<file path="config.mk">
export PLATFORM = sky130hd
export DESIGN_NAME = timer_channel_mode_enable_ctrl
export DESIGN_NICKNAME = d
export VERILOG_FILES = /design/src/hw/timer_chan_pkg.sv /design/src/hw/timer_channel_mode_enable_ctrl.sv
export SDC_FILE = /design/constraint.sdc
export NUM_CORES = 1
export LEC_CHECK = 0
export BUFFER_PORTS_ARGS = -buffer_cell sky130_fd_sc_hd__clkbuf_2
export CORE_MARGIN = 2
export CORE_UTILIZATION = 57
export DETAILED_ROUTE_END_ITERATION = 16
export PLACE_DENSITY = 0.85
export SKIP_CTS_REPAIR_TIMING = 1
export SLEW_MARGIN = 20
export SYNTH_ARGS = -nofsm -noshare
export SYNTH_HDL_FRONTEND = slang
export SYNTH_SLANG_ARGS = --single-unit
</file>
<file path="constraint.sdc">
create_clock -name CORE_CLK -period 4.4 [get_ports CORE_CLK]
set_input_delay 0 -clock CORE_CLK [delete_from_list [all_inputs] [get_ports CORE_CLK]]
set_output_delay 0 -clock CORE_CLK [all_outputs]
set_load 0.02 [all_outputs]
</file>
<file path="src/hw/timer_chan_pkg.sv">
// Constants, field layouts and carriers for the timer channel control block.
// Assumes a 32-bit APB master and a timer core that consumes the fields.
package timer_chan_pkg;
  localparam logic [7:0] MODE_OFFSET = 8'h1c;
  localparam logic [7:0] ENABLE_OFFSET = 8'h20;
  localparam logic [7:0] CONTROL_OFFSET = 8'h30;
  localparam logic [15:0] MODE_RESET = 16'h0000;
  localparam logic [15:0] ENABLE_RESET = 16'h0000;
  localparam logic [15:0] CONTROL_RESET = 16'h0000;
  // Mode register: channel 3 at byte 0, channel 4 at byte 1.
  localparam int CH_STRIDE = 8;
  localparam int DIR_LSB = 0;
  localparam int FAST_BIT = 2;
  localparam int PSC_LSB = 2;
  localparam int PRE_BIT = 3;
  localparam int CMP_LSB = 4;
  localparam int FILT_LSB = 4;
  localparam int CLR_BIT = 7;
  // Enable register: four bits per channel from bit 0.
  localparam int EN_STRIDE = 4;
  localparam int EN_BIT = 0;
  localparam int POL_BIT = 1;
  localparam int NEN_BIT = 2;
  localparam int NPOL_BIT = 3;
  // Control register.
  localparam int LOCK_LSB = 0;
  localparam int MOE_BIT = 2;
  localparam int IDLE_OFFSTATE_SEL_BIT = 3;
  localparam int RUN_OFFSTATE_SEL_BIT = 4;
  localparam int IDLE_MAIN_LSB = 8;
  localparam int IDLE_COMPL_LSB = 12;
  localparam logic [1:0] LOCK_POLARITY = 2'd2;
  localparam logic [2:0] PSC_RESET = 3'h0;

  typedef enum logic [1:0] {
    DIR_OUTPUT = 2'b00,
    DIR_IN_OWN = 2'b01,
    DIR_IN_CROSS = 2'b10,
    DIR_IN_TRIG = 2'b11
  } dir_e;

  typedef enum logic [2:0] {
    CMP_FROZEN = 3'b000,
    CMP_SET_ACTIVE = 3'b001,
    CMP_SET_INACTIVE = 3'b010,
    CMP_TOGGLE = 3'b011,
    CMP_FORCE_LOW = 3'b100,
    CMP_FORCE_HIGH = 3'b101,
    CMP_PWM1 = 3'b110,
    CMP_PWM2 = 3'b111
  } cmp_mode_e;

  typedef struct packed {
    logic oc;
    logic oc_en;
    logic ocn;
    logic ocn_en;
  } pin_s;

  typedef struct packed {
    dir_e dir;
    logic ref_clear_en;
    cmp_mode_e compare_mode;
    logic preload_en;
    logic fast_en;
    logic [3:0] input_filter;
    logic [1:0] capture_prescale;
  } chan_cfg_s;
endpackage : timer_chan_pkg

</file>
<file path="src/hw/timer_channel_mode_enable_ctrl.sv">
// Channel 3 and 4 mode, and channel 1 to 4 enable and polarity control.
// Assumes an APB master on CORE_CLK and pin-side inputs synchronous to it.
//
// Our own choice: the APB slave port.
`timescale 1ns/1ps
`default_nettype none

// Overview of operation
// - Channel 4 direction: output, input4, input3, trigger
// - Channel 3 direction: output, input3, input4, trigger
// - Channel 4 direction writable only when off
// - Channel 3 direction writable only when off
// - Compare fields at documented output-mode positions
// - Filter and prescaler at input-mode positions
// - Complementary polarity: clear high, set low
// - Lock 2/3 blocks complementary polarity on outputs
// - Complementary enable gates complementary output
// - Enable drives compare output to pin
// - Polarity inverts output; locked at level 2/3
// - Input polarity picks rising or falling edge
// - Input enable gates counter capture
// - Four enable bits per channel from bit 0
// - Trigger mapping works only with internal source
// - Compare mode encodes frozen through PWM mode 2
// - Capture prescaler 1/2/4/8, reset on disable
// - Preload flag steers compare value transfer
// - Clear enable drops reference on external trigger
module timer_channel_mode_enable_ctrl
  import timer_chan_pkg::*;
(
  input wire logic CORE_CLK,
  input wire logic RSTN,
  input wire logic PSEL,
  input wire logic PENABLE,
  input wire logic PWRITE,
  input wire logic [7:0] PADDR,
  input wire logic [31:0] PWDATA,
  output logic [31:0] PRDATA,
  output logic PREADY,
  output logic PSLVERR,
  input wire logic TIMER_INPUT_3,
  input wire logic TIMER_INPUT_4,
  input wire logic INTERNAL_TRIGGER_SIG,
  input wire logic TRIGGER_SOURCE_INTERNAL,
  input wire logic FILTERED_EXT_TRIGGER,
  input wire logic [1:0] CH12_IS_INPUT,
  input wire logic [3:0] COMPARE_REFERENCE,
  output pin_s [3:0] PINS,
  output chan_cfg_s [1:0] CH34_CFG,
  output logic [3:0] CAPTURE_EN,
  output logic [1:0] CAPTURE
);
  logic [15:0] mode_reg;
  logic [15:0] enable_reg;
  logic [15:0] control_reg;
  logic [15:0] next_mode;
  logic [15:0] next_enable;
  logic [15:0] rd_word;
  logic [1:0] sel_in;
  logic [1:0] prev_in;
  logic [1:0] edge_hit;
  logic [2:0] psc_count [2];
  logic [3:0] is_out;
  logic [3:0] eff_ref;
  logic wr_go;
  logic mapped;
  logic locked;

  assign mapped = (PADDR == MODE_OFFSET) || (PADDR == ENABLE_OFFSET)
                  || (PADDR == CONTROL_OFFSET);
  assign wr_go = PSEL && PENABLE && PWRITE && mapped;
  assign PREADY = 1'b1;
  assign PSLVERR = PSEL && PENABLE && !mapped;
  assign locked = control_reg[LOCK_LSB +: 2] >= LOCK_POLARITY;

  always_comb begin
    is_out[0] = !CH12_IS_INPUT[0];
    is_out[1] = !CH12_IS_INPUT[1];
    is_out[2] = mode_reg[DIR_LSB +: 2] == DIR_OUTPUT;
    is_out[3] = mode_reg[CH_STRIDE + DIR_LSB +: 2] == DIR_OUTPUT;
  end

  // Protected fields keep their old value; the bus sees no error.
  always_comb begin
    next_mode = PWDATA[15:0];
    if (enable_reg[2*EN_STRIDE + EN_BIT]) begin
      next_mode[DIR_LSB +: 2] = mode_reg[DIR_LSB +: 2];
    end
    if (enable_reg[3*EN_STRIDE + EN_BIT]) begin
      next_mode[CH_STRIDE + DIR_LSB +: 2] =
        mode_reg[CH_STRIDE + DIR_LSB +: 2];
    end
  end

  always_comb begin
    next_enable = PWDATA[15:0];
    for (int i = 0; i < 4; i++) begin
      if (locked) begin
        next_enable[i*EN_STRIDE + POL_BIT] =
          enable_reg[i*EN_STRIDE + POL_BIT];
      end
      if (locked && is_out[i]) begin
        next_enable[i*EN_STRIDE + NPOL_BIT] =
          enable_reg[i*EN_STRIDE + NPOL_BIT];
      end
    end
  end

  always_ff @(posedge CORE_CLK or negedge RSTN) begin
    if (!RSTN) begin
      mode_reg <= MODE_RESET;
    end else if (wr_go && PADDR == MODE_OFFSET) begin
      mode_reg <= next_mode;
    end
  end

  always_ff @(posedge CORE_CLK or negedge RSTN) begin
    if (!RSTN) begin
      enable_reg <= ENABLE_RESET;
    end else if (wr_go && PADDR == ENABLE_OFFSET) begin
      enable_reg <= next_enable;
    end
  end

  always_ff @(posedge CORE_CLK or negedge RSTN) begin
    if (!RSTN) begin
      control_reg <= CONTROL_RESET;
    end else if (wr_go && PADDR == CONTROL_OFFSET) begin
      control_reg <= PWDATA[15:0];
    end
  end

  always_comb begin
    case (PADDR)
      MODE_OFFSET: rd_word = mode_reg;
      ENABLE_OFFSET: rd_word = enable_reg;
      CONTROL_OFFSET: rd_word = control_reg;
      default: rd_word = 16'h0000;
    endcase
  end

  // Read data is caught in the setup cycle so it comes from a flop
  // without costing a wait state.
  always_ff @(posedge CORE_CLK or negedge RSTN) begin
    if (!RSTN) begin
      PRDATA <= 32'h0000_0000;
    end else if (PSEL && !PENABLE && !PWRITE) begin
      PRDATA <= {16'h0000, rd_word};
    end
  end

  // Fields are exported only in the role the direction gives them.
  always_ff @(posedge CORE_CLK or negedge RSTN) begin
    if (!RSTN) begin
      CH34_CFG <= '0;
    end else begin
      for (int c = 0; c < 2; c++) begin
        CH34_CFG[c] <= '0;
        CH34_CFG[c].dir <= dir_e'(mode_reg[c*CH_STRIDE + DIR_LSB +: 2]);
        if (is_out[c+2]) begin
          CH34_CFG[c].ref_clear_en <= mode_reg[c*CH_STRIDE + CLR_BIT];
          CH34_CFG[c].compare_mode <=
            cmp_mode_e'(mode_reg[c*CH_STRIDE + CMP_LSB +: 3]);
          CH34_CFG[c].preload_en <= mode_reg[c*CH_STRIDE + PRE_BIT];
          CH34_CFG[c].fast_en <= mode_reg[c*CH_STRIDE + FAST_BIT];
        end else begin
          CH34_CFG[c].input_filter <= mode_reg[c*CH_STRIDE + FILT_LSB +: 4];
          CH34_CFG[c].capture_prescale <=
            mode_reg[c*CH_STRIDE + PSC_LSB +: 2];
        end
      end
    end
  end

  // The trigger mapping yields a quiet input unless the slave logic
  // really routes an internal source; a stale trigger is worse than none.
  always_comb begin
    case (dir_e'(mode_reg[DIR_LSB +: 2]))
      DIR_IN_OWN: sel_in[0] = TIMER_INPUT_3;
      DIR_IN_CROSS: sel_in[0] = TIMER_INPUT_4;
      DIR_IN_TRIG: sel_in[0] = INTERNAL_TRIGGER_SIG
                               && TRIGGER_SOURCE_INTERNAL;
      default: sel_in[0] = 1'b0;
    endcase
    case (dir_e'(mode_reg[CH_STRIDE + DIR_LSB +: 2]))
      DIR_IN_OWN: sel_in[1] = TIMER_INPUT_4;
      DIR_IN_CROSS: sel_in[1] = TIMER_INPUT_3;
      DIR_IN_TRIG: sel_in[1] = INTERNAL_TRIGGER_SIG
                               && TRIGGER_SOURCE_INTERNAL;
      default: sel_in[1] = 1'b0;
    endcase
  end

  always_ff @(posedge CORE_CLK or negedge RSTN) begin
    if (!RSTN) begin
      prev_in <= 2'b00;
    end else begin
      prev_in <= sel_in;
    end
  end

  always_comb begin
    for (int c = 0; c < 2; c++) begin
      edge_hit[c] = enable_reg[(c+2)*EN_STRIDE + POL_BIT]
                    ? (prev_in[c] && !sel_in[c])
                    : (!prev_in[c] && sel_in[c]);
    end
  end

  always_ff @(posedge CORE_CLK or negedge RSTN) begin
    if (!RSTN) begin
      psc_count[0] <= PSC_RESET;
      psc_count[1] <= PSC_RESET;
      CAPTURE <= 2'b00;
    end else begin
      for (int c = 0; c < 2; c++) begin
        CAPTURE[c] <= 1'b0;
        if (!enable_reg[(c+2)*EN_STRIDE + EN_BIT] || is_out[c+2]) begin
          psc_count[c] <= PSC_RESET;
        end else if (edge_hit[c]) begin
          if (psc_count[c] == 3'((4'h1 <<
              mode_reg[c*CH_STRIDE + PSC_LSB +: 2]) - 4'h1)) begin
            psc_count[c] <= PSC_RESET;
            CAPTURE[c] <= 1'b1;
          end else begin
            psc_count[c] <= psc_count[c] + 3'h1;
          end
        end
      end
    end
  end

  always_ff @(posedge CORE_CLK or negedge RSTN) begin
    if (!RSTN) begin
      CAPTURE_EN <= 4'h0;
    end else begin
      for (int i = 0; i < 4; i++) begin
        CAPTURE_EN[i] <= !is_out[i] && enable_reg[i*EN_STRIDE + EN_BIT];
      end
    end
  end

  always_comb begin
    eff_ref[1:0] = COMPARE_REFERENCE[1:0];
    for (int c = 0; c < 2; c++) begin
      eff_ref[c+2] = COMPARE_REFERENCE[c+2] && !(FILTERED_EXT_TRIGGER
                     && mode_reg[c*CH_STRIDE + CLR_BIT]);
    end
  end

  // Dead-time insertion lives downstream; here both outputs switch together.
  always_ff @(posedge CORE_CLK or negedge RSTN) begin
    if (!RSTN) begin
      PINS <= '0;
    end else begin
      for (int i = 0; i < 4; i++) begin
        logic e;
        logic ne;
        logic p;
        logic np;
        e = enable_reg[i*EN_STRIDE + EN_BIT];
        ne = enable_reg[i*EN_STRIDE + NEN_BIT];
        p = enable_reg[i*EN_STRIDE + POL_BIT];
        np = enable_reg[i*EN_STRIDE + NPOL_BIT];
        if (!is_out[i]) begin
          PINS[i] <= '0;
        end else if (control_reg[MOE_BIT]) begin
          PINS[i].oc_en <= e || (control_reg[RUN_OFFSTATE_SEL_BIT] && ne);
          PINS[i].oc <= e ? (eff_ref[i] ^ p)
                      : (control_reg[RUN_OFFSTATE_SEL_BIT] && p);
          PINS[i].ocn_en <= ne || (control_reg[RUN_OFFSTATE_SEL_BIT] && e);
          PINS[i].ocn <= ne ? ((eff_ref[i] ^ e) ^ np)
                       : (control_reg[RUN_OFFSTATE_SEL_BIT] && np);
        end else begin
          PINS[i].oc_en <= control_reg[IDLE_OFFSTATE_SEL_BIT] && (e || ne);
          PINS[i].ocn_en <= control_reg[IDLE_OFFSTATE_SEL_BIT] && (e || ne);
          PINS[i].oc <= (e || ne) ? control_reg[IDLE_MAIN_LSB + i] : p;
          PINS[i].ocn <= (e || ne) ? control_reg[IDLE_COMPL_LSB + i] : np;
        end
      end
    end
  end
endmodule : timer_channel_mode_enable_ctrl

`default_nettype wire

</file>
==> flow_metrics.env, run 1 <==
export IMPL_power_density_nw_per_um2=386
export IMPL_cts_buffers=17
export IMPL_drc=0
export IMPL_holdWs_ps=4.05
export IMPL_clkSinkCount=122
export IMPL_core_um2=9280
export IMPL_clock_skew_ps=6.71
export IMPL_postRouteAntennaNets=0
export IMPL_cp_required_ps=4800
export IMPL_end_kind="flop"
export IMPL_ios=140
export IMPL_synth_main_ff_cell="dfrtp_1"
export IMPL_die_area_um2=10400
export IMPL_hold_path_endpoint="PRDATA[0]"
export IMPL_final_nets=650
export IMPL_clk_pin_slew_worst_paths_ps=60
export IMPL_critPathArrivalTime_ps=2870
export IMPL_fp_row_count=35
export IMPL_max_cap_violations=0
export IMPL_worstHoldPathCells=3
export IMPL_area_delta_synth_final_pct=25.3
export IMPL_synthTopCellsByCount="dfrtp_1 (122), mux2_2 (43), and2_1 (29)"
export IMPL_synth_area_top_cells="dfrtp_1 (56%), mux2_2 (8.8%), a22o_1 (3.8%), and2_1 (3.3%), buf_4 (2.3%)"
export IMPL_grt_overflow_total=0
export IMPL_crit_type="primary input to flop"
export IMPL_r2r_end="psc_count[2]"
export IMPL_reg2reg_slack_ps=1960
export IMPL_cts_tree="done"
export IMPL_io_buffer_count=106
export IMPL_slew_headroom=0.315
export IMPL_synth_seq_area_share=0.556
export IMPL_p_leak_nw=3.43
export IMPL_yosysTopAreaCell="dfrtp_1"
export IMPL_fin_cells=734
export IMPL_grt_max_degree=55
export IMPL_place_congestion=0.878
export IMPL_hold_path_class="primary input to flop"
export IMPL_die_w_um=102
export IMPL_drtIter0Drc=337
export IMPL_wl_per_cell_um=19.1
export IMPL_avgSynthCellArea_um2=11.9
export IMPL_setup_viol=0
export IMPL_track_usage=0.274
export IMPL_grt_pass1_wl_um=21300
export IMPL_hold_viol=0
export IMPL_async_flop_share=1.00
export IMPL_fin_util=0.741
export IMPL_worstSkewPairLatency_ps=520
export IMPL_ys_warnings_count=0
export IMPL_min_delay_start="PADDR[4]"
export IMPL_start_util=0.591
export IMPL_num_vias=4248
export IMPL_grt_pass1_vias=4151
export IMPL_rr_worst_depth=6
export IMPL_n_antenna_cell=0
export IMPL_largest_reg_flops=28
export IMPL_synth_distinct_cells=49
export IMPL_die_h_um=102
export IMPL_tightest_slew_ps=1020
export IMPL_synthMuxAreaShare=0.126
export IMPL_drive_gt1_frac=0.334
export IMPL_root_buffer="clkbuf_8"
export IMPL_min_period_over_period=0.561
export IMPL_fin_crit_ps=2470
export IMPL_synth_top_family_by_area="compound AO/OA/AOI/OAI gates"
export IMPL_drt_wl_total_um=14000
export IMPL_hpwl_um=9150
export IMPL_via_per_inst=5.79
export IMPL_outcome="completed"
export IMPL_synth_simple_area_share=0.119
export IMPL_syn_inst=460
export IMPL_yosys_area_share_xor_xnor=0.0160
export IMPL_path_max_fanout=10
export IMPL_synthDominantCellAreaShare=0.556
export IMPL_synth_most_common_cell="dfrtp_1"
export IMPL_tns_ps=0
export IMPL_reg2reg_from="mode_reg[8]"
export IMPL_netlist_area_um2=5490
export IMPL_place_inst=675
export IMPL_htreeDepth=4
export IMPL_regMostFlops="CH34_CFG"
export IMPL_synth_seq_cells=122
export IMPL_drv_slew=0
export IMPL_clockBufferDepth=2
export IMPL_critPathLaunchType="primary input"
export IMPL_drt_pass1_iter_count=5
export IMPL_ir_worst_vdd_mv=0.232
export IMPL_synthAdderAreaFrac=0.00456
export IMPL_synth_edf_count=0
export IMPL_synth_compound_area_frac=0.128
export IMPL_antenna_found_initial=0
export IMPL_fmax_mhz=405
export IMPL_rsz0062_at_grt="false"
==> through the flow <==
step	setup WS [ps]	total power (W)	area, um^2
2_1_floorplan	2740	0.00122	5550
3_3_place_gp	1980	0.00127	6020
3_5_place_dp	1900	0.00128	6020
4_1_cts	2370	0.00264	6610
5_1_grt	1840	0.00273	6880
6_report	1930	0.00266	6880
==> critical path: stages <==
cell and delay, ps:
clkbuf_2 100, nor3b_2 450, nor2b_1 650, and2_1 660, o21ai_2 130, mux2_1 330, dlygate4sd3_1 550
==> power by group <==
| part | internal, W | total, W | leakage (nW) | switching (W) |
|---|---|---|---|---|
| logic | 0.0000479 | 0.000133 | 1.46 | 0.0000849 |
| registers | 0.00113 | 0.00114 | 1.69 | 0.0000117 |
| clock network | 0.000862 | 0.00138 | 0.280 | 0.000520 |
| total | 0.00204 | 0.00266 | 3.43 | 0.000616 |
==> metal layers <==
metal	vias to the layer above	track usage	share of wire
met1	2095	0.346	0.39
met2	234	0.445	0.50
met4	0	0.125	0.034
li1	1872	-	-
met3	47	0.0746	0.073
met5	-	0	0
==> cells in the final DEF (no fill, tap or decap), types with 4 or more instances in the layout <==
master,Yosys,routed
clkinvlp_4,0,4
o2bb2ai_1,12,12
inv_1,7,7
o21ai_0,8,8
buf_4,17,4
and2_1,29,29
a21oi_1,24,24
nand2_1,23,23
dlygate4sd3_1,0,27
nor3_1,12,12
xnor2_1,6,6
or2_2,5,5
clkbuf_2,0,105
a211oi_1,5,5
mux2_4,6,6
nand3_1,6,6
mux2i_1,7,7
dfrtp_1,122,122
clkinv_2,0,4
mux2_2,43,43
nor2_1,27,27
a22o_1,24,24
xor2_1,4,4
conb_1,2,17
a22oi_1,12,12
mux2_1,4,4
clkbuf_16,0,16
a31oi_1,4,4
==> how the worst max path moves through the flow <==
stage	startpoint	to	cells after the start	slack, ps
2_1_floorplan	mode_reg[2]	psc_count[5]	5	2740
3_3_place_gp	PADDR[5]	mode_reg[1]	6	1980
3_5_place_dp	PADDR[5]	mode_reg[0]	6	1900
4_1_cts	PADDR[5]	mode_reg[8]	6	2370
5_1_grt	PADDR[3]	enable_reg[7]	7	1840
6_report	PADDR[3]	enable_reg[7]	7	1930
==> layout make-up <==
type / instances / area [um^2]
fill: 616 / 2410
sequential: 122 / 3050
multi-input combinational: 308 / 2220
inverter: 7 / 26.3
tap: 129 / 161
timing repair buffer: 136 / 826
clock buffer: 17 / 414
clock inverter: 15 / 175
==> cells by family after synthesis <==
group           Yosys count
simple gates            121
fa+ha+maj                 2
xor+xnor                 10
mux                      60
other cells               2
compound gates           98
buf+inv                  45
flops                   122
Power figures use the tool's default switching activity.
==> inputs of run 2 (changes only) <==
- ABC_AREA: default -> 1
- CORE_UTILIZATION: 57 -> 49
- PLACE_DENSITY: 0.85 -> 0.77
- clock period: 4.4 -> 2.05 ns (I/O delays scaled with it)
==> run 2 against run 1 <==
Effect of this change: the run now ends with negative hold slack left; worst setup slack lost 1400 ps; via count up 16%; area after synthesis increased by 6.7%; first-iteration DRC count increased by 22%; total power rose by 130%; critical endpoint is now psc_count[3]; largest cell class unchanged.
==> flow_metrics.env, run 2 <==
export IMPL_grt_overflow_total=0
export IMPL_postRouteAntennaNets=0
export IMPL_rsz0062_at_grt="false"
export IMPL_outcome="finished with violations"
export IMPL_path_max_fanout=8
export IMPL_hold_path_class="primary input to flop"
export IMPL_ir_worst_vdd_mv=0.460
export IMPL_min_period_over_period=0.727
export IMPL_crit_start="mode_reg[0]"
export IMPL_avgSynthCellArea_um2=8.39
export IMPL_grt_max_degree=48
export IMPL_syn_inst=698
export IMPL_drtIter0Drc=411
export IMPL_yosysTopAreaCell="dfrtp_1"
export IMPL_synth_edf_count=0
export IMPL_rr_worst_depth=6
export IMPL_grt_pass1_vias=4634
export IMPL_max_cap_violations=0
export IMPL_die_h_um=113
export IMPL_track_usage=0.234
export IMPL_synthTopCellsByCount="nand2_1 (189), dfrtp_1 (122), inv_1 (71), nand3_1 (71), nor2_1 (53)"
export IMPL_ios=140
export IMPL_end_kind="flop"
export IMPL_wl_per_cell_um=14.6
export IMPL_io_buffer_count=106
export IMPL_place_congestion=0.903
export IMPL_via_per_inst=5.04
export IMPL_ys_warnings_count=0
export IMPL_reg2reg_slack_ps=560
export IMPL_critPathLaunchType="flop"
export IMPL_violations="negative hold slack"
export IMPL_regMostFlops="CH34_CFG"
export IMPL_synth_seq_cells=122
export IMPL_synth_area_top_cells="dfrtp_1 (52%), nand2_1 (12%), nand3_1 (6.1%), inv_1 (4.6%), nor2_1 (3.4%)"
export IMPL_power_density_nw_per_um2=825
export IMPL_area_delta_synth_final_pct=24.4
export IMPL_critPathArrivalTime_ps=1820
export IMPL_placed_area_um2=6410
export IMPL_core_um2=11600
export IMPL_mostFrequentLayoutCells="nand2_1 (189), dfrtp_1 (122), clkbuf_2 (105), inv_1 (71), nand3_1 (71)"
export IMPL_clk_pin_slew_worst_paths_ps=50
export IMPL_num_vias=4946
export IMPL_n_fill_cell=949
export IMPL_clockBufferDepth=2
export IMPL_clock_skew_ps=8.46
export IMPL_cts_buffers=17
export IMPL_synth_main_ff_cell="dfrtp_1"
export IMPL_critPathCapture="psc_count[3]"
export IMPL_finalInstanceArea_um2=7280
export IMPL_hpwl_um=9960
export IMPL_antenna_found_initial=0
export IMPL_fp_row_count=39
export IMPL_fmax_mhz=671
export IMPL_worstSkewPairLatency_ps=420
export IMPL_fin_util=0.630
export IMPL_drv_slew=0
export IMPL_slew_headroom=0.619
export IMPL_drc=0
export IMPL_hold_viol=1
export IMPL_cp_required_ps=2380
export IMPL_clkSinkCount=122
export IMPL_htreeDepth=4
export IMPL_grt_pass1_wl_um=23100
export IMPL_reg2reg_from="mode_reg[0]"
export IMPL_holdWs_ps=-32.1
export IMPL_synth_seq_area_share=0.521
export IMPL_netlist_area_um2=5860
export IMPL_crit_type="flop to flop"
export IMPL_final_common_cell="nand2_1"
export IMPL_drive_gt1_frac=0.235
export IMPL_drt_wl_total_um=14300
export IMPL_n_antenna_cell=0
export IMPL_r2r_end="psc_count[3]"
export IMPL_die_area_um2=12800
export IMPL_synth_most_common_cell="nand2_1"
export IMPL_fin_crit_ps=1490
export IMPL_drt_pass1_iter_count=5
export IMPL_setup_viol=0
export IMPL_largest_reg_flops=28
export IMPL_root_buffer="clkbuf_16"
export IMPL_final_nets=884
export IMPL_die_w_um=113
export IMPL_tns_ps=0
export IMPL_start_util=0.506
export IMPL_tightest_slew_ps=571
export IMPL_async_flop_share=1.00
export IMPL_p_leak_nw=3.89
export IMPL_synth_distinct_cells=34
export IMPL_synthDominantCellAreaShare=0.521
export IMPL_cts_tree="done"
run 2: cell types whose count changed after synthesis, sizes merged, moves of 7 or more:
cell and change:
a22oi -12, buf +10, and2 -30, nand3 +69, mux2i -7, mux2 -53, o2bb2ai -12, o21ai +62
nand2 +173, nor2 +35, nor3 -12, inv +67, a22o -24
run 2: how the worst min path moves through the flow:
stage                       startpoint          to  slack (ps)  cells after the start
5_1_grt        TRIGGER_SOURCE_INTERNAL  prev_in[0]           1                      5
6_report       TRIGGER_SOURCE_INTERNAL  prev_in[0]         -30                      5
2_1_floorplan                     RSTN  CAPTURE[0]        -300                      0
3_3_place_gp                      RSTN   PRDATA[3]           4                      1
3_5_place_dp                      RSTN   PRDATA[2]          10                      1
4_1_cts                           RSTN   PRDATA[2]        -430                      1
run 2: layer usage:
| layer | global-route usage | wire length (um) |
|---|---|---|
| met1 | 0.321 | 6550 |
| met2 | 0.370 | 6720 |
| met3 | 0.0578 | 800 |
| met4 | 0.0748 | 247 |
| met5 | 0 | 0 |
run 2: through the flow:
stage	cells	hold slack [ps]	setup slack [ps]	power [W]
after floorplan	713	-296	769	0.00270
after global placement	926	3.78	598	0.00282
after detailed placement	926	12.3	559	0.00283
after CTS	958	-435	559	0.00600
after global routing	982	1.48	394	0.00619
final	982	-32.1	560	0.00601
run 2: worst max-delay path, stage by stage (launching register included):
cell and delay, ps:
dfrtp_1 500, nor2_2 240, buf_4 200, nor2_1 50, nand3_1 90, nand3_1 150, o21ai_0 170
run 2: kinds of logic after synthesis:
group / after synthesis / synth area share
other cells: 2 / 0.00128
fa+ha+maj: 2 / 0.00427
simple gates: 349 / 0.267
compound gates: 96 / 0.0949
buf+inv: 121 / 0.102
xor+xnor: 6 / 0.00897
flops: 122 / 0.521
run 2: power by group:
part	total (W)	switching (W)	internal, W
Sequential	0.00247	0.0000279	0.00244
Combinational	0.000353	0.000235	0.000118
Clock	0.00319	0.00107	0.00212
Total	0.00601	0.00133	0.00468
run 2: layout make-up:
| cell class | count | area [um^2] | share of cell area |
|---|---|---|---|
| clock buffers | 20 | 467 | 0.0641 |
| clock inverters | 12 | 170 | 0.0234 |
| inverters | 75 | 282 | 0.0386 |
| multi-input cells | 470 | 2260 | 0.310 |
| flip-flops and latches | 122 | 3050 | 0.419 |
| well taps | 143 | 179 | 0.0246 |
| repair buffers | 140 | 873 | 0.120 |
